File: config.mk
export PLATFORM = sky130hd
export DESIGN_NAME = bma_core
export DESIGN_NICKNAME = d
export VERILOG_FILES = /design/src/logic/bma_pkg.sv /design/src/logic/bma_ea_if.sv /design/src/logic/bma_ea_calc.sv /design/src/logic/bma_core.sv
export VERILOG_INCLUDE_DIRS = /design/src /design/src/logic
export SDC_FILE = /design/constraint.sdc
export NUM_CORES = 1
export LEC_CHECK = 0
export ABC_AREA = 1
export BUFFER_PORTS_ARGS = -buffer_cell sky130_fd_sc_hd__buf_2
export CORE_MARGIN = 10
export CORE_UTILIZATION = 30
export CTS_BUF_LIST = sky130_fd_sc_hd__clkbuf_8
export DETAILED_ROUTE_END_ITERATION = 12
export GPL_ROUTABILITY_DRIVEN = 0
export PLACE_DENSITY = 0.52
export SYNTH_ARGS = -nofsm -noshare
export SYNTH_HDL_FRONTEND = slang
export SYNTH_SLANG_ARGS = --single-unit
File: constraint.sdc
create_clock -name clk -period 4.35 [get_ports clk]
set_input_delay 0.6525 -clock clk [delete_from_list [all_inputs] [get_ports clk]]
set_output_delay 0.6525 -clock clk [all_outputs]
set_load 0.01 [all_outputs]
File: src/logic/bma_defs.svh
// Constants for the byte mode operand addressing block.
// Assumes inclusion by bare name from every design file that needs it.
`ifndef BMA_DEFS_SVH
`define BMA_DEFS_SVH
// ==========================================
// Register byte offsets on APB
`define BMA_CTRL 8'h00
`define BMA_INSTR 8'h04
`define BMA_PC 8'h08
`define BMA_XREG 8'h0C
`define BMA_AREG 8'h10
`define BMA_STAT 8'h14
`define BMA_ISTAT 8'h18
`define BMA_IMASK 8'h1C
`define BMA_EADDR 8'h20
`define BMA_CYC 8'h24
// ==========================================
// Field positions
`define BMA_CTRL_BYTE 0
`define BMA_CTRL_OVF 1
`define BMA_EV_DONE 0
`define BMA_EV_OVF 1
`define BMA_EV_BAD 2
`define BMA_IND_BIT 8
`define BMA_PTR_CHAIN 15
// ==========================================
// Opcode field, instruction bits 15..11
`define BMA_OP_ADD 5'h11
`define BMA_OP_SUB 5'h12
`define BMA_OP_XOR 5'h15
`define BMA_OP_LOAD 5'h16
`define BMA_OP_STORE 5'h17
`define BMA_OP_SCN 5'h1B
`define BMA_OP_IMS 5'h1C
`define BMA_OP_JMP 5'h1E
`define BMA_OP_JST 5'h1F
// Mode field, instruction bits 10..9
`define BMA_M_SCR 2'h0
`define BMA_M_FWD 2'h1
`define BMA_M_IDX 2'h2
`define BMA_M_BCK 2'h3
// ==========================================
// Reset values and timing counts
`define BMA_RST_W 16'h0000
`define BMA_JST_CYC 2
`endif

File: src/logic/bma_pkg.sv
// Types shared by the byte mode operand addressing block.
// Assumes nothing of its surroundings.
package bma_pkg;
   typedef enum logic [2:0]
   {
      ST_IDLE = 3'b000,
      ST_PTR = 3'b001,
      ST_OPND = 3'b010,
      ST_WBACK = 3'b011,
      ST_EXEC = 3'b100
   } bma_state_t;
   typedef enum logic [3:0]
   {
      CL_LOAD = 4'h0, CL_ADD = 4'h1, CL_SUB = 4'h2, CL_XOR = 4'h3,
      CL_STORE = 4'h4, CL_JMP = 4'h5, CL_JST = 4'h6, CL_IMS = 4'h7,
      CL_SCN = 4'h8, CL_BAD = 4'h9
   } bma_class_t;
endpackage

File: src/logic/bma_ea_if.sv
// Carrier between the sequencer and the address former.
// Assumes both ends sit in one clock domain; all signals are combinational.
`timescale 1ns/1ps
interface bma_ea_if;
   logic [15:0] instr;
   logic [15:0] pc;
   logic [15:0] x;
   logic [15:0] ptr;
   logic byteOp;
   logic [14:0] dirWord;
   logic [14:0] ptrWord;
   logic [14:0] finWord;
   logic dirSel;
   logic finSel;
   logic chain;
   modport core (output instr, pc, x, ptr, byteOp,
      input dirWord, ptrWord, finWord, dirSel, finSel, chain);
   modport calc (input instr, pc, x, ptr, byteOp,
      output dirWord, ptrWord, finWord, dirSel, finSel, chain);
endinterface

File: src/logic/bma_ea_calc.sv
// Effective address former for word and byte operand modes.
// Assumes the sequencer feeds the pointer word read from memory on ptr.
`timescale 1ns/1ps
`include "bma_defs.svh"
module bma_ea_calc
(
   // Sequencer side
   bma_ea_if.calc ea
);
   logic [1:0] mode;
   logic [15:0] dz, fwd, bck, idx, wd, bp, wp;
   assign mode = ea.instr[10:9];
   assign dz = {8'h00, ea.instr[7:0]};

   // Candidate sums, all full 16-bit
   always_comb
   begin
      fwd = ea.pc + 16'h0001 + dz;
      bck = ea.pc - dz;
      idx = dz + ea.x;
      bp = ea.ptr + ((mode == `BMA_M_IDX) ? ea.x : 16'h0000);
      wp = {1'b0, ea.ptr[14:0]} + ((mode == `BMA_M_IDX) ? ea.x : 16'h0000);
      unique case (mode)
         `BMA_M_SCR: wd = dz;
         `BMA_M_FWD: wd = fwd;
         `BMA_M_IDX: wd = idx;
         `BMA_M_BCK: wd = bck;
      endcase
   end

   // Direct target; byte mode has no backward form, 11 means right byte
   always_comb
   begin
      ea.dirWord = wd[14:0];
      ea.dirSel = 1'b0;
      if (ea.byteOp)
      begin
         unique case (mode)
            `BMA_M_SCR:
            begin
               ea.dirWord = dz[15:1];
               ea.dirSel = dz[0];
            end
            `BMA_M_IDX:
            begin
               ea.dirWord = idx[15:1];
               ea.dirSel = idx[0];
            end
            default:
            begin
               ea.dirWord = fwd[14:0];
               ea.dirSel = mode[1];
            end
         endcase
      end
   end

   // Pointer word address, then target taken from the pointer
   always_comb
   begin
      ea.ptrWord = (mode == `BMA_M_IDX) ? dz[14:0] : wd[14:0];
      ea.finWord = ea.byteOp ? bp[15:1] : wp[14:0];
      ea.finSel = ea.byteOp & bp[0];
      ea.chain = ~ea.byteOp & ea.ptr[`BMA_PTR_CHAIN];
   end
endmodule

File: src/logic/bma_core.sv
// Operand sequencer for memory reference instructions, word and byte mode.
// Assumes an APB master on the register side and a word memory with
// byte lanes that answers each request with a one-cycle ack.
// Overview of operation
// - Jump-store-return writes P+1 at target, then P becomes target plus one.
// - Jump-store-return decodes under all four modes, direct and indirect.
// - Jump-store-return takes two cycles plus one per pointer level.
// - Byte mode gives byte operands except jumps, memory increment and scan.
// - Fetched byte lands in low eight bits, upper eight bits cleared.
// - Byte mode changes only the operand cycle; later work is word-wide.
// - Carries run over 16 bits; overflow flag only on full-word overflow.
// - Byte stores write only the low eight bits of the source register.
// - Unconditional jump always forms a full word address.
// - Byte operand addresses are 16-bit byte addresses over 64K bytes.
// - Byte or word addressing depends on the byte mode indicator and the opcode.
// - Instruction bit 8 clear selects direct addressing.
// - Byte mode 00 uses displacement zero-extended, reaching first 256 bytes.
// - Modes 01 and 11 address word P+1+D, left or right byte.
// - Byte mode has no direct backward relative addressing.
// - Byte mode 10 adds displacement to full 16-bit index register.
// - Indirect byte addressing allows exactly one pointer, optionally indexed.
`timescale 1ns/1ps
`include "bma_defs.svh"
module bma_core
(
   // Clock and reset
   input wire logic clk,
   input wire logic nrst,
   // APB slave
   input wire logic psel,
   input wire logic penable,
   input wire logic pwrite,
   input wire logic [7:0] paddr,
   input wire logic [31:0] pwdata,
   output logic [31:0] prdata,
   output logic pready,
   output logic pslverr,
   // Memory port
   output logic memReq,
   output logic memWe,
   output logic [14:0] memAddr,
   output logic [1:0] memBe,
   output logic [15:0] memWdata,
   input wire logic memAck,
   input wire logic [15:0] memRdata,
   // Interrupt
   output logic irq
);
   localparam int JST_CYC = `BMA_JST_CYC;
   bma_pkg::bma_state_t state_q;
   bma_pkg::bma_class_t class_q, cls;
   logic pready_q, pslverr_q, memReq_q, memWe_q, irq_q, go_q, byteMode_q;
   logic isByte_q, sel_q, imsZero_q, overflowFlag_q;
   logic [31:0] prdata_q, rdMux;
   logic [14:0] memAddr_q, tgt_q;
   logic [1:0] memBe_q;
   logic [15:0] memWdata_q, instr_q, pc_q, x_q, a_q, opnd, sum, diff;
   logic [2:0] istat_q, imask_q, ev;
   logic [3:0] lvl_q;
   logic [7:0] cycles_q;
   logic hit, apbAcc, apbDone, regWr, busy, exempt, byteDec, launch;
   logic chainMore, opRead, badStart, aluOvf;
   logic [14:0] tgtWord;
   logic tgtSel;
   bma_pkg::bma_class_t runCls;
   logic runByte;

   // ==========================================
   // Address former
   bma_ea_if ea ();
   bma_ea_calc uCalc (.ea(ea.calc));
   assign ea.instr = instr_q;
   assign ea.pc = pc_q;
   assign ea.x = x_q;
   assign ea.ptr = memRdata;
   assign ea.byteOp = (state_q == bma_pkg::ST_IDLE) ? byteDec : isByte_q;
   // Launch from idle sees the fresh decode; latches update on that same edge
   assign runCls = (state_q == bma_pkg::ST_IDLE) ? cls : class_q;
   assign runByte = ea.byteOp;

   // ==========================================
   // Decode: opcode only, byte mode never changes the encoding
   always_comb
   begin
      unique case (instr_q[15:11])
         `BMA_OP_ADD: cls = bma_pkg::CL_ADD;
         `BMA_OP_SUB: cls = bma_pkg::CL_SUB;
         `BMA_OP_XOR: cls = bma_pkg::CL_XOR;
         `BMA_OP_LOAD: cls = bma_pkg::CL_LOAD;
         `BMA_OP_STORE: cls = bma_pkg::CL_STORE;
         `BMA_OP_SCN: cls = bma_pkg::CL_SCN;
         `BMA_OP_IMS: cls = bma_pkg::CL_IMS;
         `BMA_OP_JMP: cls = bma_pkg::CL_JMP;
         `BMA_OP_JST: cls = bma_pkg::CL_JST;
         default: cls = bma_pkg::CL_BAD;
      endcase
   end
   // Jumps, memory increment and scan stay word-wide
   assign exempt = (cls == bma_pkg::CL_JMP) | (cls == bma_pkg::CL_JST) |
      (cls == bma_pkg::CL_IMS) | (cls == bma_pkg::CL_SCN);
   assign byteDec = byteMode_q & ~exempt;
   assign badStart = (state_q == bma_pkg::ST_IDLE) & go_q &
      ((cls == bma_pkg::CL_BAD) | (cls == bma_pkg::CL_SCN));

   // ==========================================
   // Target selection: direct from instruction or final from pointer
   assign chainMore = (state_q == bma_pkg::ST_PTR) & memAck & ea.chain;
   assign tgtWord = (state_q == bma_pkg::ST_PTR) ? ea.finWord : ea.dirWord;
   assign tgtSel = (state_q == bma_pkg::ST_PTR) ? ea.finSel : ea.dirSel;
   assign launch = ((state_q == bma_pkg::ST_IDLE) & go_q & ~badStart &
      ~instr_q[`BMA_IND_BIT]) | ((state_q == bma_pkg::ST_PTR) & memAck &
      ~ea.chain);

   // Byte operand right-justified, upper half cleared
   assign opnd = isByte_q ? {8'h00, sel_q ? memRdata[7:0] : memRdata[15:8]}
      : memRdata;
   // Word-wide arithmetic whatever the operand size
   assign sum = a_q + opnd;
   assign diff = a_q - opnd;
   always_comb
   begin
      aluOvf = 1'b0;
      if (class_q == bma_pkg::CL_ADD)
         aluOvf = (a_q[15] == opnd[15]) & (sum[15] != a_q[15]);
      else if (class_q == bma_pkg::CL_SUB)
         aluOvf = (a_q[15] != opnd[15]) & (diff[15] != a_q[15]);
   end
   assign opRead = (state_q == bma_pkg::ST_OPND) & memAck & ~memWe_q;

   // ==========================================
   // Sequencer and memory request
   always_ff @(posedge clk)
   begin
      if (!nrst)
      begin
         state_q <= bma_pkg::ST_IDLE;
         memReq_q <= 1'b0;
         memWe_q <= 1'b0;
         memAddr_q <= 15'h0000;
         memBe_q <= 2'h0;
         memWdata_q <= `BMA_RST_W;
         tgt_q <= 15'h0000;
         sel_q <= 1'b0;
      end
      else if (launch)
      begin
         tgt_q <= tgtWord;
         sel_q <= tgtSel;
         if (runCls == bma_pkg::CL_JMP)
         begin
            memReq_q <= 1'b0;
            state_q <= bma_pkg::ST_EXEC;
         end
         else
         begin
            memReq_q <= 1'b1;
            memWe_q <= (runCls == bma_pkg::CL_STORE) | (runCls == bma_pkg::CL_JST);
            memAddr_q <= tgtWord;
            memBe_q <= runByte ? (tgtSel ? 2'h1 : 2'h2) : 2'h3;
            if (runCls == bma_pkg::CL_JST)
               memWdata_q <= pc_q + 16'h0001;
            else if (runByte)
               memWdata_q <= {a_q[7:0], a_q[7:0]};
            else
               memWdata_q <= a_q;
            state_q <= bma_pkg::ST_OPND;
         end
      end
      else
      begin
         unique case (state_q)
            bma_pkg::ST_IDLE:
            begin
               // Indirect start fetches the first pointer word
               if (go_q && !badStart && instr_q[`BMA_IND_BIT])
               begin
                  memReq_q <= 1'b1;
                  memWe_q <= 1'b0;
                  memAddr_q <= ea.ptrWord;
                  memBe_q <= 2'h3;
                  state_q <= bma_pkg::ST_PTR;
               end
            end
            bma_pkg::ST_PTR:
            begin
               // Word mode may chain; byte mode takes one level only
               if (chainMore)
                  memAddr_q <= memRdata[14:0];
            end
            bma_pkg::ST_OPND:
            begin
               if (memAck && class_q == bma_pkg::CL_IMS)
               begin
                  memWe_q <= 1'b1;
                  memWdata_q <= opnd + 16'h0001;
                  state_q <= bma_pkg::ST_WBACK;
               end
               else if (memAck)
               begin
                  memReq_q <= 1'b0;
                  state_q <= bma_pkg::ST_EXEC;
               end
            end
            bma_pkg::ST_WBACK:
            begin
               if (memAck)
               begin
                  memReq_q <= 1'b0;
                  state_q <= bma_pkg::ST_EXEC;
               end
            end
            bma_pkg::ST_EXEC: state_q <= bma_pkg::ST_IDLE;
            default: state_q <= bma_pkg::ST_IDLE;
         endcase
      end
   end

   // Per-instruction latches, cycle and pointer level counts
   always_ff @(posedge clk)
   begin
      if (!nrst)
      begin
         class_q <= bma_pkg::CL_BAD;
         isByte_q <= 1'b0;
         lvl_q <= 4'h0;
         cycles_q <= 8'h00;
         imsZero_q <= 1'b0;
      end
      else if (state_q == bma_pkg::ST_IDLE && go_q)
      begin
         class_q <= cls;
         isByte_q <= byteDec;
         lvl_q <= 4'h0;
         cycles_q <= 8'h00;
      end
      else
      begin
         if (memAck && memReq_q)
            cycles_q <= cycles_q + 8'h01;
         else if (state_q == bma_pkg::ST_EXEC)
            cycles_q <= cycles_q + 8'h01;
         if (state_q == bma_pkg::ST_PTR && memAck)
            lvl_q <= lvl_q + 4'h1;
         if (state_q == bma_pkg::ST_OPND && memAck)
            imsZero_q <= (opnd + 16'h0001) == 16'h0000;
      end
   end

   // ==========================================
   // APB slave: one wait state so read data leaves a flip-flop
   assign apbAcc = psel & penable & ~pready_q;
   assign apbDone = psel & penable & pready_q;
   assign regWr = apbDone & pwrite & ~pslverr_q;
   assign busy = go_q | (state_q != bma_pkg::ST_IDLE);
   always_comb
   begin
      hit = 1'b1;
      rdMux = 32'h0000_0000;
      unique case (paddr)
         `BMA_CTRL: rdMux = {30'h0, overflowFlag_q, byteMode_q};
         `BMA_INSTR: rdMux = {16'h0000, instr_q};
         `BMA_PC: rdMux = {16'h0000, pc_q};
         `BMA_XREG: rdMux = {16'h0000, x_q};
         `BMA_AREG: rdMux = {16'h0000, a_q};
         `BMA_STAT: rdMux = {28'h0, state_q, busy};
         `BMA_ISTAT: rdMux = {29'h0, istat_q};
         `BMA_IMASK: rdMux = {29'h0, imask_q};
         `BMA_EADDR: rdMux = {16'h0000, isByte_q ? {tgt_q, sel_q} : {1'b0, tgt_q}};
         `BMA_CYC: rdMux = {24'h0, cycles_q};
         default: hit = 1'b0;
      endcase
   end
   always_ff @(posedge clk)
   begin
      if (!nrst)
      begin
         pready_q <= 1'b0;
         pslverr_q <= 1'b0;
         prdata_q <= 32'h0000_0000;
      end
      else
      begin
         pready_q <= apbAcc;
         pslverr_q <= apbAcc & ~hit;
         if (apbAcc)
            prdata_q <= rdMux;
      end
   end

   // Control bits; hardware overflow set wins over a software clear
   always_ff @(posedge clk)
   begin
      if (!nrst)
      begin
         byteMode_q <= 1'b0;
         overflowFlag_q <= 1'b0;
      end
      else
      begin
         if (regWr && paddr == `BMA_CTRL)
         begin
            byteMode_q <= pwdata[`BMA_CTRL_BYTE];
            overflowFlag_q <= pwdata[`BMA_CTRL_OVF];
         end
         if (opRead && aluOvf)
            overflowFlag_q <= 1'b1;
      end
   end

   // Instruction register; a write while busy is dropped
   always_ff @(posedge clk)
   begin
      if (!nrst)
      begin
         instr_q <= `BMA_RST_W;
         go_q <= 1'b0;
      end
      else if (regWr && paddr == `BMA_INSTR && !busy)
      begin
         instr_q <= pwdata[15:0];
         go_q <= 1'b1;
      end
      else if (state_q == bma_pkg::ST_IDLE)
         go_q <= 1'b0;
   end

   // Index register, software-loaded while idle
   always_ff @(posedge clk)
   begin
      if (!nrst)
         x_q <= `BMA_RST_W;
      else if (regWr && paddr == `BMA_XREG && !busy)
         x_q <= pwdata[15:0];
   end

   // Accumulator and program counter
   always_ff @(posedge clk)
   begin
      if (!nrst)
      begin
         a_q <= `BMA_RST_W;
         pc_q <= `BMA_RST_W;
      end
      else if (!busy)
      begin
         if (regWr && paddr == `BMA_AREG)
            a_q <= pwdata[15:0];
         if (regWr && paddr == `BMA_PC)
            pc_q <= pwdata[15:0];
      end
      else
      begin
         if (opRead)
         begin
            unique case (class_q)
               bma_pkg::CL_LOAD: a_q <= opnd;
               bma_pkg::CL_ADD: a_q <= sum;
               bma_pkg::CL_SUB: a_q <= diff;
               bma_pkg::CL_XOR: a_q <= a_q ^ opnd;
               default: a_q <= a_q;
            endcase
         end
         if (state_q == bma_pkg::ST_EXEC)
         begin
            if (class_q == bma_pkg::CL_JMP)
               pc_q <= {1'b0, tgt_q};
            else if (class_q == bma_pkg::CL_JST)
               pc_q <= {1'b0, tgt_q} + 16'h0001;
            else if (class_q == bma_pkg::CL_IMS && imsZero_q)
               pc_q <= pc_q + 16'h0002;
            else
               pc_q <= pc_q + 16'h0001;
         end
      end
   end

   // ==========================================
   // Interrupts: sticky events, write one to clear, set wins
   assign ev = {badStart, opRead & aluOvf, (state_q == bma_pkg::ST_EXEC) | badStart};
   always_ff @(posedge clk)
   begin
      if (!nrst)
      begin
         istat_q <= 3'h0;
         imask_q <= 3'h0;
         irq_q <= 1'b0;
      end
      else
      begin
         if (regWr && paddr == `BMA_ISTAT)
            istat_q <= (istat_q & ~pwdata[2:0]) | ev;
         else
            istat_q <= istat_q | ev;
         if (regWr && paddr == `BMA_IMASK)
            imask_q <= pwdata[2:0];
         irq_q <= |(istat_q & imask_q);
      end
   end

   assign prdata = prdata_q;
   assign pready = pready_q;
   assign pslverr = pslverr_q;
   assign memReq = memReq_q;
   assign memWe = memWe_q;
   assign memAddr = memAddr_q;
   assign memBe = memBe_q;
   assign memWdata = memWdata_q;
   assign irq = irq_q;

   // ==========================================
   // Assertions
   a_jst_store: assert property (@(posedge clk) disable iff (!nrst)
      (state_q == bma_pkg::ST_OPND && class_q == bma_pkg::CL_JST)
      |-> memWe_q && memBe_q == 2'h3 && memWdata_q == pc_q + 16'h0001)
      else $error("return link not stored");
   a_jst_jump: assert property (@(posedge clk) disable iff (!nrst)
      (state_q == bma_pkg::ST_EXEC && class_q == bma_pkg::CL_JST)
      |=> pc_q == {1'b0, $past(tgt_q)} + 16'h0001)
      else $error("P not target plus one");
   a_jst_cycles: assert property (@(posedge clk) disable iff (!nrst)
      (state_q == bma_pkg::ST_EXEC && class_q == bma_pkg::CL_JST)
      |=> cycles_q == 8'(JST_CYC) + {4'h0, lvl_q})
      else $error("jump-store cycle count wrong");
   a_exempt_word: assert property (@(posedge clk) disable iff (!nrst)
      (memReq_q && (class_q == bma_pkg::CL_JST || class_q == bma_pkg::CL_IMS))
      |-> memBe_q == 2'h3)
      else $error("exempt op used byte lanes");
   a_byte_zext: assert property (@(posedge clk) disable iff (!nrst)
      (opRead && isByte_q && class_q == bma_pkg::CL_LOAD) |=> a_q[15:8] == 8'h00)
      else $error("byte load not zero-extended");
   a_ovf_full: assert property (@(posedge clk) disable iff (!nrst)
      (opRead && class_q == bma_pkg::CL_ADD && !overflowFlag_q &&
      !(regWr && paddr == `BMA_CTRL))
      |=> overflowFlag_q == (($past(a_q[15]) == $past(opnd[15])) &&
      ($past(sum[15]) != $past(a_q[15]))))
      else $error("overflow flag wrong");
   a_byte_store: assert property (@(posedge clk) disable iff (!nrst)
      (memReq_q && memWe_q && isByte_q)
      |-> memBe_q != 2'h3 && memWdata_q == {a_q[7:0], a_q[7:0]})
      else $error("byte store not low byte");
   a_scr_range: assert property (@(posedge clk) disable iff (!nrst)
      (state_q == bma_pkg::ST_OPND && isByte_q && !instr_q[8] && instr_q[10:9] == 2'h0)
      |-> memAddr_q[14:7] == 8'h00)
      else $error("scratchpad byte out of range");
   a_fwd_left: assert property (@(posedge clk) disable iff (!nrst)
      (state_q == bma_pkg::ST_OPND && isByte_q && !instr_q[8] && instr_q[10:9] == 2'h1)
      |-> memBe_q == 2'h2)
      else $error("mode 01 not left byte");
   a_byte_single: assert property (@(posedge clk) disable iff (!nrst)
      (state_q == bma_pkg::ST_PTR && isByte_q && memAck) |=> state_q != bma_pkg::ST_PTR)
      else $error("byte indirection chained");
   c_jst_ind: cover property (@(posedge clk) disable iff (!nrst)
      state_q == bma_pkg::ST_EXEC && class_q == bma_pkg::CL_JST && lvl_q != 4'h0);
   c_byte_load: cover property (@(posedge clk) disable iff (!nrst)
      opRead && isByte_q && sel_q);
   c_ims_skip: cover property (@(posedge clk) disable iff (!nrst)
      state_q == bma_pkg::ST_EXEC && class_q == bma_pkg::CL_IMS && imsZero_q);
endmodule

[Word level (Yosys, flattened, before mapping)]
Memory sizes are Yosys's and may differ from the RTL's. A register that Yosys moved wholly into a read port is not among the register bits.
Index checks and enable logic that the tools add are counted.
Widths: inputs -> output; s select.
Storage, ports and cells
  register bits after elaboration: 176
  memory bits (read-only): 128
  input bits: 62
  output and inout bits: 70
  word-level logic and storage cells: 248
  memories kept: 1
Cells by class
  add/subtract/negate cells: 12
  eq/ne operators: 43
  muxes and demuxes: 72
  bitwise logic cells: 46
  reduce and logical (&&, ||, !) cells: 49
Memory list
  (name not given): depth 32, width 4, rd ports 1, clocked after memory_dff 1, write ports 0, line bma_core.sv:85  | unique case (instr_q[15:11])
Operators with widths (number)
  $mux 16: 18
  $pmux 16 s10: 1
  $mux 15: 8
  $pmux 16 s4: 1
  $pmux 15 s2: 2
  $pmux 15 s4: 1
  $eq 4x3->1 const B: 9
  $add 16x1->16 const B: 2
  $add 16x16->16: 2
  $eq 8x5->1 const B: 4
  $mux 8: 3
  $and 1x1->1: 21
  $mux 1: 19
  $mux 3: 6
  $reduce_bool 2->1: 9
  $logic_and 1x1->1: 17
  $add 15x1->16 const B: 1
  $add 16x2->16 const B: 1
  $add 8x16->16: 1
  $eq 8x4->1 const B: 2
  $eq 8x6->1 const B: 2
  $logic_not 16->1: 1
  $sub 16x16->16: 1
  $xor 16x16->16: 1
  other kinds (44): 89

[Depth between registers and ports, before layout]
Gate-level depths: netlist of run 1.
  word-level depth: 14
  mapped depth: 22
  mapped depth without buffers: 21

[Cells and area by module]
From an unflattened synthesis of run 1, not the netlist that was laid out.
Unflattened totals
  cells, all modules: 2784
  area, all modules: 16140.5 sq um
By module, submodules not included
  bma_core: times used 1, cells each 1992, area each 12169.2 sq um, seq. area each 3283.1 sq um
  bma_ea_calc: times used 1, cells each 792, area each 3971.3 sq um, seq. area each 0.0 sq um

[Worst setup path after synthesis of run 1]
No wires, ideal clock.
  kind: register -> register
  from: register instr_q[10], in the netlist ea.instr[10]
  to: register tgt_q[9]
  setup time: 132 ps
  arrival: 2879 ps
  required time: 4218 ps
  setup slack: 1339 ps
  stages on the path, launching flop included: 20
  buffers on the path: 3
  period minus slack after synthesis: 3011 ps
  cell sequence: dfxtp_1 -> buf_2 -> inv_1 -> nor2_1 -> inv_1 -> clkbuf_1 -> buf_1 -> nor2_1 -> ha_1 -> a21oi_1 -> a21boi_0 -> o21ai_0 -> nand2_1 -> nand3_1 -> nand2_1 -> nor2_1 -> o21ai_0 -> inv_1 -> nand2_1 -> a21oi_1
Between the ends
  word-level cells in the longest chain between the ends: 5
  elaborated cells on any way between the ends: 12
  those cells by class: 2 x add/sub; 3 x eq/ne; 6 x mux; 1 x reduce/logical
RTL lines
  from (decl): line bma_core.sv:57  | logic [15:0] memWdata_q, instr_q, pc_q, x_q, a_q, opnd, sum, diff;
  from (signal assigned): line bma_core.sv:315  | instr_q <= `BMA_RST_W;
  from (signal assigned): line bma_core.sv:320  | instr_q <= pwdata[15:0];
  $eq 2x2->1: line bma_ea_calc.sv:23, bma_ea_calc.sv:38
  $mux 16: line bma_ea_calc.sv:21  | bp = ea.ptr + ((mode == `BMA_M_IDX) ? ea.x : 16'h0000);
  $add 16x16->16 / $add 15x15->15 (equally long branches): line bma_ea_calc.sv:21, bma_ea_calc.sv:22
  $mux 15: line bma_ea_calc.sv:62  | ea.finWord = ea.byteOp ? bp[15:1] : wp[14:0];
  $mux 15 (*): line bma_core.sv:108  | assign tgtWord = (state_q == bma_pkg::ST_PTR) ? ea.finWord : ea.dirWord;
  to (signal assigned): line bma_core.sv:147  | tgt_q <= tgtWord;
  to (decl): line bma_core.sv:55  | logic [14:0] memAddr_q, tgt_q;
Mark *: on every way between the ends. The rest lies on a longest branch, timed or not.
A chain may end at the register's enable or synchronous reset.

[Final worst setup path of run 1]
  from: register instr_q[10], in the netlist ea.instr[10]
  to: register tgt_q[10]
Same word-level chain as after synthesis.

==> impl_summary.txt, run 1 <==
----------------------------------------------------
[Run status]
  Run status ... finished clean

[Detailed routing]
  Total number of vias ... 18103
  DRT iter0 DRCs ... 2258
  Number of search-and-repair iterations in the first detailed-routing pass ... 8
  DRT antenna net count ... 0
  Final routed DRC violation total ... 0
  Wire per inst ... 21.9 um
  Post-DR vias/cell ... 5.58
  Detailed Route WL ... 71100 um

[Critical path]
  Number of buffers and inverters on the critical path ... 4
  Required time at the endpoint of the critical path ... 4.78 ns
  Setup crit start kind ... flip-flop
  Critical path's slowest cell ... sky130_fd_sc_hd__dfxtp_1
  Critical path start-end classification ... reg2reg
  Largest delay contributor family on the critical path ... compound AO/OA/AOI/OAI gates
  Data arrival time of the worst path ... 4.12 ns
  Most Frequent Cell on Critical Path ... sky130_fd_sc_hd__inv_1
  Series of cell instances along the critical path ... inv_1 > nor2_1 > inv_1 > buf_4 > nor2_1 > inv_1 > fa_1 > nand3b_1 > nand2_1 > a21oi_1 > o21ai_0 > xor2_1 > o211ai_1 > o21ai_1 > nand2_1 > a21oi_1
  Maximum fanout along the worst path ... 12
  Critical Path Sink Type ... flip-flop
  CP max stage delay ... 0.62 ns

[Timing]
  Slew at the pin closest to its max-slew limit ... 0.953 ns
  Timing-limited maximum frequency ... 271 MHz
  Final clock period utilization by the worst path ... 84.8%
  Unrepaired setup endpoints after global routing ... false
  Setup clock skew after layout ... 0.0258 ns
  TNS Setup ... 0 ns
  Setup-violating endpoint count in the final report ... 0
  Final count of hold timing violations ... 0
  Max-slew violation count ... 0
  Final critical-path required period ... 3.69 ns
  Worst slew margin ... 35.8%

[Placement]
  Number of buffers added on ports ... 99
  Cells after DPL ... 3214
  Post-detailed-placement half-perimeter wirelength ... 57200 um

[Floorplanning]
  # rows ... 82
  Total Die Area ... 0.0603 mm^2
  Die outline width ... 246 um
  # IOs ... 132
  Height of the chip ... 246 um
  Core region area ... 0.0503 mm^2
  Starting density of the core ... 30.4%

[Yosys]
  Top FF cell, synth ... sky130_fd_sc_hd__dfxtp_1
  Number of synthesized register bits ... 164
  Number of distinct standard cells referenced by the synthesized netlist ... 62
  Post-synthesis cell count ... 2514
  Adder and majority gate portion of the synthesized area ... 7.51%
  Xor/xnor share of the synthesized area ... 2.87%
  Average instance area after synthesis ... 6.07 um^2
  Fraction of registers with async set/reset ... 0%
  Dominant combinational cell family by area after synthesis ... simple AND/OR/NAND/NOR gates
  Synthesis Warnings ... 0
  Mux contribution to synthesized area ... 0%
  Simple-gate area share of the yosys netlist ... 32.3%
  Compound-cell area share of the yosys netlist ... 24.4%
  Synthesized area ... 0.0153 mm^2
  Sequential fraction of the synthesis area ... 21.5%
  Count of flip-flops with a built-in enable after synthesis ... 0

[Global routing]
  Total overflow reported by the global router ... 0
  Number of global-route vias before repair ... 16483
  Overall Global Routing Usage ... 22.7%
  First-pass GRT wire length ... 104000 um
  Initial antenna violation count ... 0
  Pin count of the biggest net entering global routing ... 59

[Finish]
  Signed area change from the synthesized netlist to the final layout ... 9.48%
  Fin nets ... 2711
  Count of non-filler cells in the finished layout ... 3247
  Fraction of final layout cells with drive strength greater than 1 ... 8.74%
  Top library cells by usage in the layout, fill and taps aside ... sky130_fd_sc_hd__nand2_1, sky130_fd_sc_hd__inv_1, sky130_fd_sc_hd__nor2_1, sky130_fd_sc_hd__o21ai_0, sky130_fd_sc_hd__a21oi_1
  Filler cells ... 5676
  Most common cell after layout, fill and taps aside ... sky130_fd_sc_hd__nand2_1

[Clocking]
  CTS tree ... yes
  Total number of clock tree sinks ... 164
  CTS root buffer ... sky130_fd_sc_hd__clkbuf_8
  Number of instances resized during post-cts repair ... 0
  Clock latency on the worst-skew pair ... 0.57 ns
  Post-CTS Setup Bufs ... 0
  Maximum number of buffers from clock root to sink ... 2
  Clock Pin Slew Worst Setup and Hold Paths ... 0.11 ns
  Number of buffers created by CTS ... 17
  Post-cts hold buffer count ... 0
  Count of H-tree levels built during CTS ... 4

[Job]
  Max-cap violations ... 0

[Pwr]
  Power density over the cells ... 178 mW/mm^2
  Fraction of power consumed by combinational cells ... 9.5%
  Worst VDD drop ... 0.199 mV
  Static power due to leakage ... 7.40 nW
  Switching part of the total ... 31.8%
  Internal power consumption ... 2.03 mW
  Share of total power in the clock network ... 40.0%
  Switch Pwr ... 0.946 mW
  Share of total power in sequential cells ... 50.6%

[Worst hold path]
  Hold Path Class ... in2reg

----------------------------------------------------
==> synth_stat cells, drive strengths merged, types with 5 or more instances <==
cell / instances / area share (%)
nand3b: 12 / 0.59
nor2: 267 / 7.1
clkinv: 9 / 0.25
nand3: 197 / 6.5
a31oi: 24 / 0.98
a221oi: 16 / 0.92
nand2: 555 / 14
xnor2: 5 / 0.29
a211oi: 8 / 0.39
fa: 6 / 0.79
ha: 82 / 6.7
o2111ai: 9 / 0.52
buf: 48 / 2.0
o21bai: 6 / 0.30
inv: 301 / 7.4
nand4: 39 / 1.6
or2: 17 / 0.70
a21o: 5 / 0.25
o21ai: 246 / 8.3
nor3: 42 / 1.5
o31ai: 5 / 0.25
a21oi: 234 / 7.7
xor2: 45 / 2.6
o22ai: 16 / 0.66
o221ai: 10 / 0.57
dfxtp: 164 / 22
o211ai: 58 / 2.9
clkbuf: 67 / 1.7
==> power by group through the flow <==
stage                     clock network (mW)  registers [mW]  logic, mW
final                                   1.19            1.50      0.281
after global routing                    1.27            1.50      0.305
after CTS                               1.22            1.50      0.275
after detailed placement                   0            1.54      0.273
after global placement                     0            1.54      0.270
after floorplan                            0            1.54      0.172
==> cell type report <==
class                           count  area, um^2  share of cell area (%)
Multi-Input combinational cell   1940       10300                    61.7
Inverter                          310        1170                    6.99
Clock inverter                     13         130                   0.779
Timing Repair Buffer              128         713                    4.27
Sequential cell                   164        3280                    19.7
Antenna cell                        1        2.50                  0.0150
Tap cell                          672         841                    5.03
Clock buffer                       19         262                    1.57
==> stage by stage <==
| step | utilization (%) | worst slack, ns | hold WS, ns | instance area, um^2 | total power, mW |
|---|---|---|---|---|---|
| final | 33.2 | 0.661 | 0.372 | 16700 | 2.97 |
| after global routing | 33.2 | 0.381 | 0.358 | 16700 | 3.08 |
| after CTS | 33.2 | 0.759 | 0.328 | 16700 | 3.00 |
| after detailed placement | 32.4 | 0.742 | 0.460 | 16300 | 1.81 |
| after global placement | 32.4 | 0.730 | 0.457 | 16300 | 1.81 |
| after floorplan | - | 1.34 | 0.439 | 15300 | 1.71 |
==> per-layer routing <==
metal / wire length [um] / share of wire (%) / track usage, %
met1: 30100 / 42 / 29.8
met2: 30500 / 43 / 33.9
met3: 6670 / 9.4 / 5.04
met4: 3810 / 5.4 / 11.9
met5: 0 / 0 / 0
==> sequential cells by signal (all words and copies together), names as in the netlist, 2 cells and up <==
register,cells
a_q,16
ea.instr,16
ea.pc,16
ea.x,16
memWdata,16
prdata,16
memAddr,15
tgt_q,15
cycles_q,8
class_q,4
cls,4
imask_q,3
istat_q,3
state_q,3
memBe,2
==> logic make-up after synthesis <==
logic type	count (synthesis)
simple gates	1136
compound gates	650
buf+inv	425
flops	164
fa+ha+maj	88
xor+xnor	50
other cells	1
==> worst paths after layout <==
kind	slack, ns	endpoint	cells after the start	start
hold reg to reg	0.47	memWdata[2]	2	memWdata[2]
hold / removal	0.37	imask_q[0]	3	pwdata[0]
setup reg to reg	0.66	tgt_q[10]	16	ea.instr[10]
setup / recovery	0.66	tgt_q[10]	16	ea.instr[10]
==> tightest hold or removal path, cell delays in order <==
cell                      delay [ns]
sky130_fd_sc_hd__buf_2          0.12
sky130_fd_sc_hd__nand2_1        0.06
sky130_fd_sc_hd__a21oi_1        0.05
(Power assumes the default switching activity.)
==> run 2, diff against run 1 <==
Clock period 4.35 ns to 3.8 ns, I/O delays scaled along.
==> run 2 against run 1 <==
  * Flip-flop and latch count unchanged
  * Sequential power up 15%
  * Register-to-register slack worse by 0.45 ns
  * Core utilization up 0.39 points
  * Combinational power up 17%
  * Sequential share of layout area down 0.23 points
  * Clock-buffer cell count down 2
  * Largest cell class unchanged
  * Maximum frequency up 2.9%
  * Worst setup slack worse by 0.45 ns
  * Worst hold slack worse by 0.11 ns
  * Critical endpoint is now memAddr[9]
==> impl_summary.txt, run 2 (same netlist as run 1, synthesis figures left out) <==
----------------------------------------------------
[Clocking]
  CTS tree ... yes
  Number of buffers created by CTS ... 17
  Clock Pin Slew Worst Setup and Hold Paths ... 0.12 ns
  Number of instances resized during post-cts repair ... 0
  Maximum number of buffers from clock root to sink ... 2
  Total number of clock tree sinks ... 164
  Post-CTS Setup Bufs ... 0
  CTS root buffer ... sky130_fd_sc_hd__clkbuf_8
  Clock latency on the worst-skew pair ... 0.59 ns
  Post-cts hold buffer count ... 0
  Count of H-tree levels built during CTS ... 4

[Pwr]
  Share of total power in the clock network ... 40.7%
  Static power due to leakage ... 7.53 nW
  Share of total power in sequential cells ... 49.8%
  Switching part of the total ... 33.1%
  Internal power consumption ... 2.31 mW
  Power density over the cells ... 204 mW/mm^2
  Fraction of power consumed by combinational cells ... 9.5%
  Switch Pwr ... 1.14 mW
  Worst VDD drop ... 0.206 mV

[Finish]
  Fraction of final layout cells with drive strength greater than 1 ... 9.55%
  Cell area after layout ... 0.0169 mm^2
  Filler cells ... 5629
  Signed area change from the synthesized netlist to the final layout ... 10.8%
  Fin nets ... 2734
  Most common cell after layout, fill and taps aside ... sky130_fd_sc_hd__nand2_1
  Final core utilization ... 33.6%
  Top library cells by usage in the layout, fill and taps aside ... sky130_fd_sc_hd__nand2_1, sky130_fd_sc_hd__inv_1, sky130_fd_sc_hd__nor2_1, sky130_fd_sc_hd__o21ai_0, sky130_fd_sc_hd__a21oi_1

[Detailed routing]
  Met3 WL ... 6980 um
  Total number of vias ... 18294
  Detailed Route WL ... 72300 um
  Final routed DRC violation total ... 0
  DRT antenna net count ... 0
  Post-DR vias/cell ... 5.59
  Number of search-and-repair iterations in the first detailed-routing pass ... 7
  Routed met2 length ... 31500 um
  Routed length on met1 ... 30300 um
  Top layer in use ... met4
  DRT iter0 DRCs ... 2114
  Wire per inst ... 22.1 um

[Floorplanning]
  # rows ... 82
  Height of the chip ... 246 um
  Core region area ... 0.0503 mm^2
  Die outline width ... 246 um
  Starting density of the core ... 30.4%
  # IOs ... 132
  Total Die Area ... 0.0603 mm^2

[Critical path]
  R2R cell count ... 15
  Reg2Reg Launch Point ... ea.pc[0]
  Setup crit start kind ... flip-flop
  Data arrival time of the worst path ... 4.05 ns
  Worst reg-to-reg setup slack ... 0.22 ns
  CP max stage delay ... 0.63 ns
  Critical path start-end classification ... reg2reg
  Series of cell instances along the critical path ... ha_1 > nand3_1 > xor2_1 > ha_1 > nand2_1 > nand2_1 > a21oi_1 > nand2_1 > nand3_1 > nand2_1 > xor2_1 > nand2_1 > nand3_1 > a21oi_1 > a21oi_1
  Critical path's slowest cell ... sky130_fd_sc_hd__dfxtp_1
  Maximum fanout along the worst path ... 8
  Endpoint of the lowest-slack register-to-register path ... memAddr[9]
  Most Frequent Cell on Critical Path ... sky130_fd_sc_hd__nand2_1
  Required time at the endpoint of the critical path ... 4.26 ns
  Critical Path Sink Type ... flip-flop

[Worst hold path]
  Launch point of the worst hold path ... pwdata[14]
  Hold Path Sink ... ea.x[14]
  Hold Path Class ... in2reg
  Number of instances on the worst hold path ... 3

[Timing]
  Final clock period utilization by the worst path ... 94.3%
  Worst hold margin ... 0.258 ns
  Worst slew margin ... 37.2%
  Max-slew violation count ... 0
  Final count of hold timing violations ... 0
  Unrepaired setup endpoints after global routing ... false
  Post-route setup slack ... 0.215 ns
  TNS Setup ... 0 ns
  Slew at the pin closest to its max-slew limit ... 0.941 ns
  Timing-limited maximum frequency ... 279 MHz
  Setup clock skew after layout ... 0.0252 ns
  Final critical-path required period ... 3.58 ns
  Setup-violating endpoint count in the final report ... 0

[Global routing]
  First-pass GRT wire length ... 106000 um
  Total overflow reported by the global router ... 0
  Overall Global Routing Usage ... 23.3%
  Number of global-route vias before repair ... 16590
  Pin count of the biggest net entering global routing ... 87
  Initial antenna violation count ... 0

[Placement]
  Placement-stage cell area ... 0.0165 mm^2
  Dpl ws ... 0.400 ns
  Number of buffers added on ports ... 99
  Post-detailed-placement half-perimeter wirelength ... 58100 um

[Job]
  Max-cap violations ... 0

[Run status]
  Run status ... finished clean

----------------------------------------------------
-- run 2: changes by cell type in the layout (fill, tap and decap cells not counted), sizes merged --
cell / previous run / this run
buf: 128 / 151
clkbuf: 19 / 17
clkinv: 11 / 16
clkinvlp: 3 / 0
-- run 2: final cells by class --
| class | instances | area, um^2 | share of cell area (%) |
|---|---|---|---|
| clock buffers | 17 | 234 | 1.38 |
| inverters | 310 | 1170 | 6.91 |
| diodes | 1 | 2.50 | 0.0148 |
| clock inverters | 15 | 183 | 1.08 |
| multi-input cells | 1940 | 10300 | 61.0 |
| well taps | 672 | 841 | 4.97 |
| flip-flops and latches | 164 | 3280 | 19.4 |
| repair buffers | 151 | 886 | 5.24 |
-- run 2: worst max-delay path by stage --
stage / endpoint / slack (ns) / cells after the start / start
final: memAddr[9] / 0.22 / 15 / ea.pc[0]
after CTS: memAddr[13] / 0.40 / 17 / ea.pc[0]
after detailed placement: istat_q[1] / 0.40 / 13 / memRdata[9]
after global placement: a_q[8] / 0.40 / 19 / memRdata[0]
after global routing: memAddr[10] / 0.1 / 18 / ea.pc[0]
after floorplan: tgt_q[9] / 0.79 / 19 / ea.instr[10]
-- run 2: stage by stage --
step / total power [mW] / std cells
2_1_floorplan: 1.96 / 2529
3_3_place_gp: 2.07 / 3237
3_5_place_dp: 2.08 / 3237
4_1_cts: 3.49 / 3269
5_1_grt: 3.58 / 3269
6_report: 3.45 / 3270
-- run 2: worst max-delay path, delay by kind of cell, from the launching register on --
| family | cells | cell delay, ns |
|---|---|---|
| DFF | 1 | 0.63 |
| adders and majority gates | 2 | 0.68 |
| xor gates and xnor gates | 2 | 0.79 |
| AOI/OAI and AO/OA | 3 | 0.51 |
| and+or+nand+nor | 8 | 0.83 |
-- run 2: power groups by stage --
stage                     combinational, mW  clock [mW]  sequential, mW
after CTS                             0.319        1.45            1.72
after global placement                0.316           0            1.76
final                                 0.328        1.40            1.72
after detailed placement              0.318           0            1.76
after global routing                  0.354        1.50            1.72
after floorplan                       0.197           0            1.76
-- run 2: routing by layer --
layer	up-vias	track usage, %
met3	165	5.43
li1	8563	-
met2	969	35.3
met5	-	0
met4	0	11.4
met1	8597	30.4
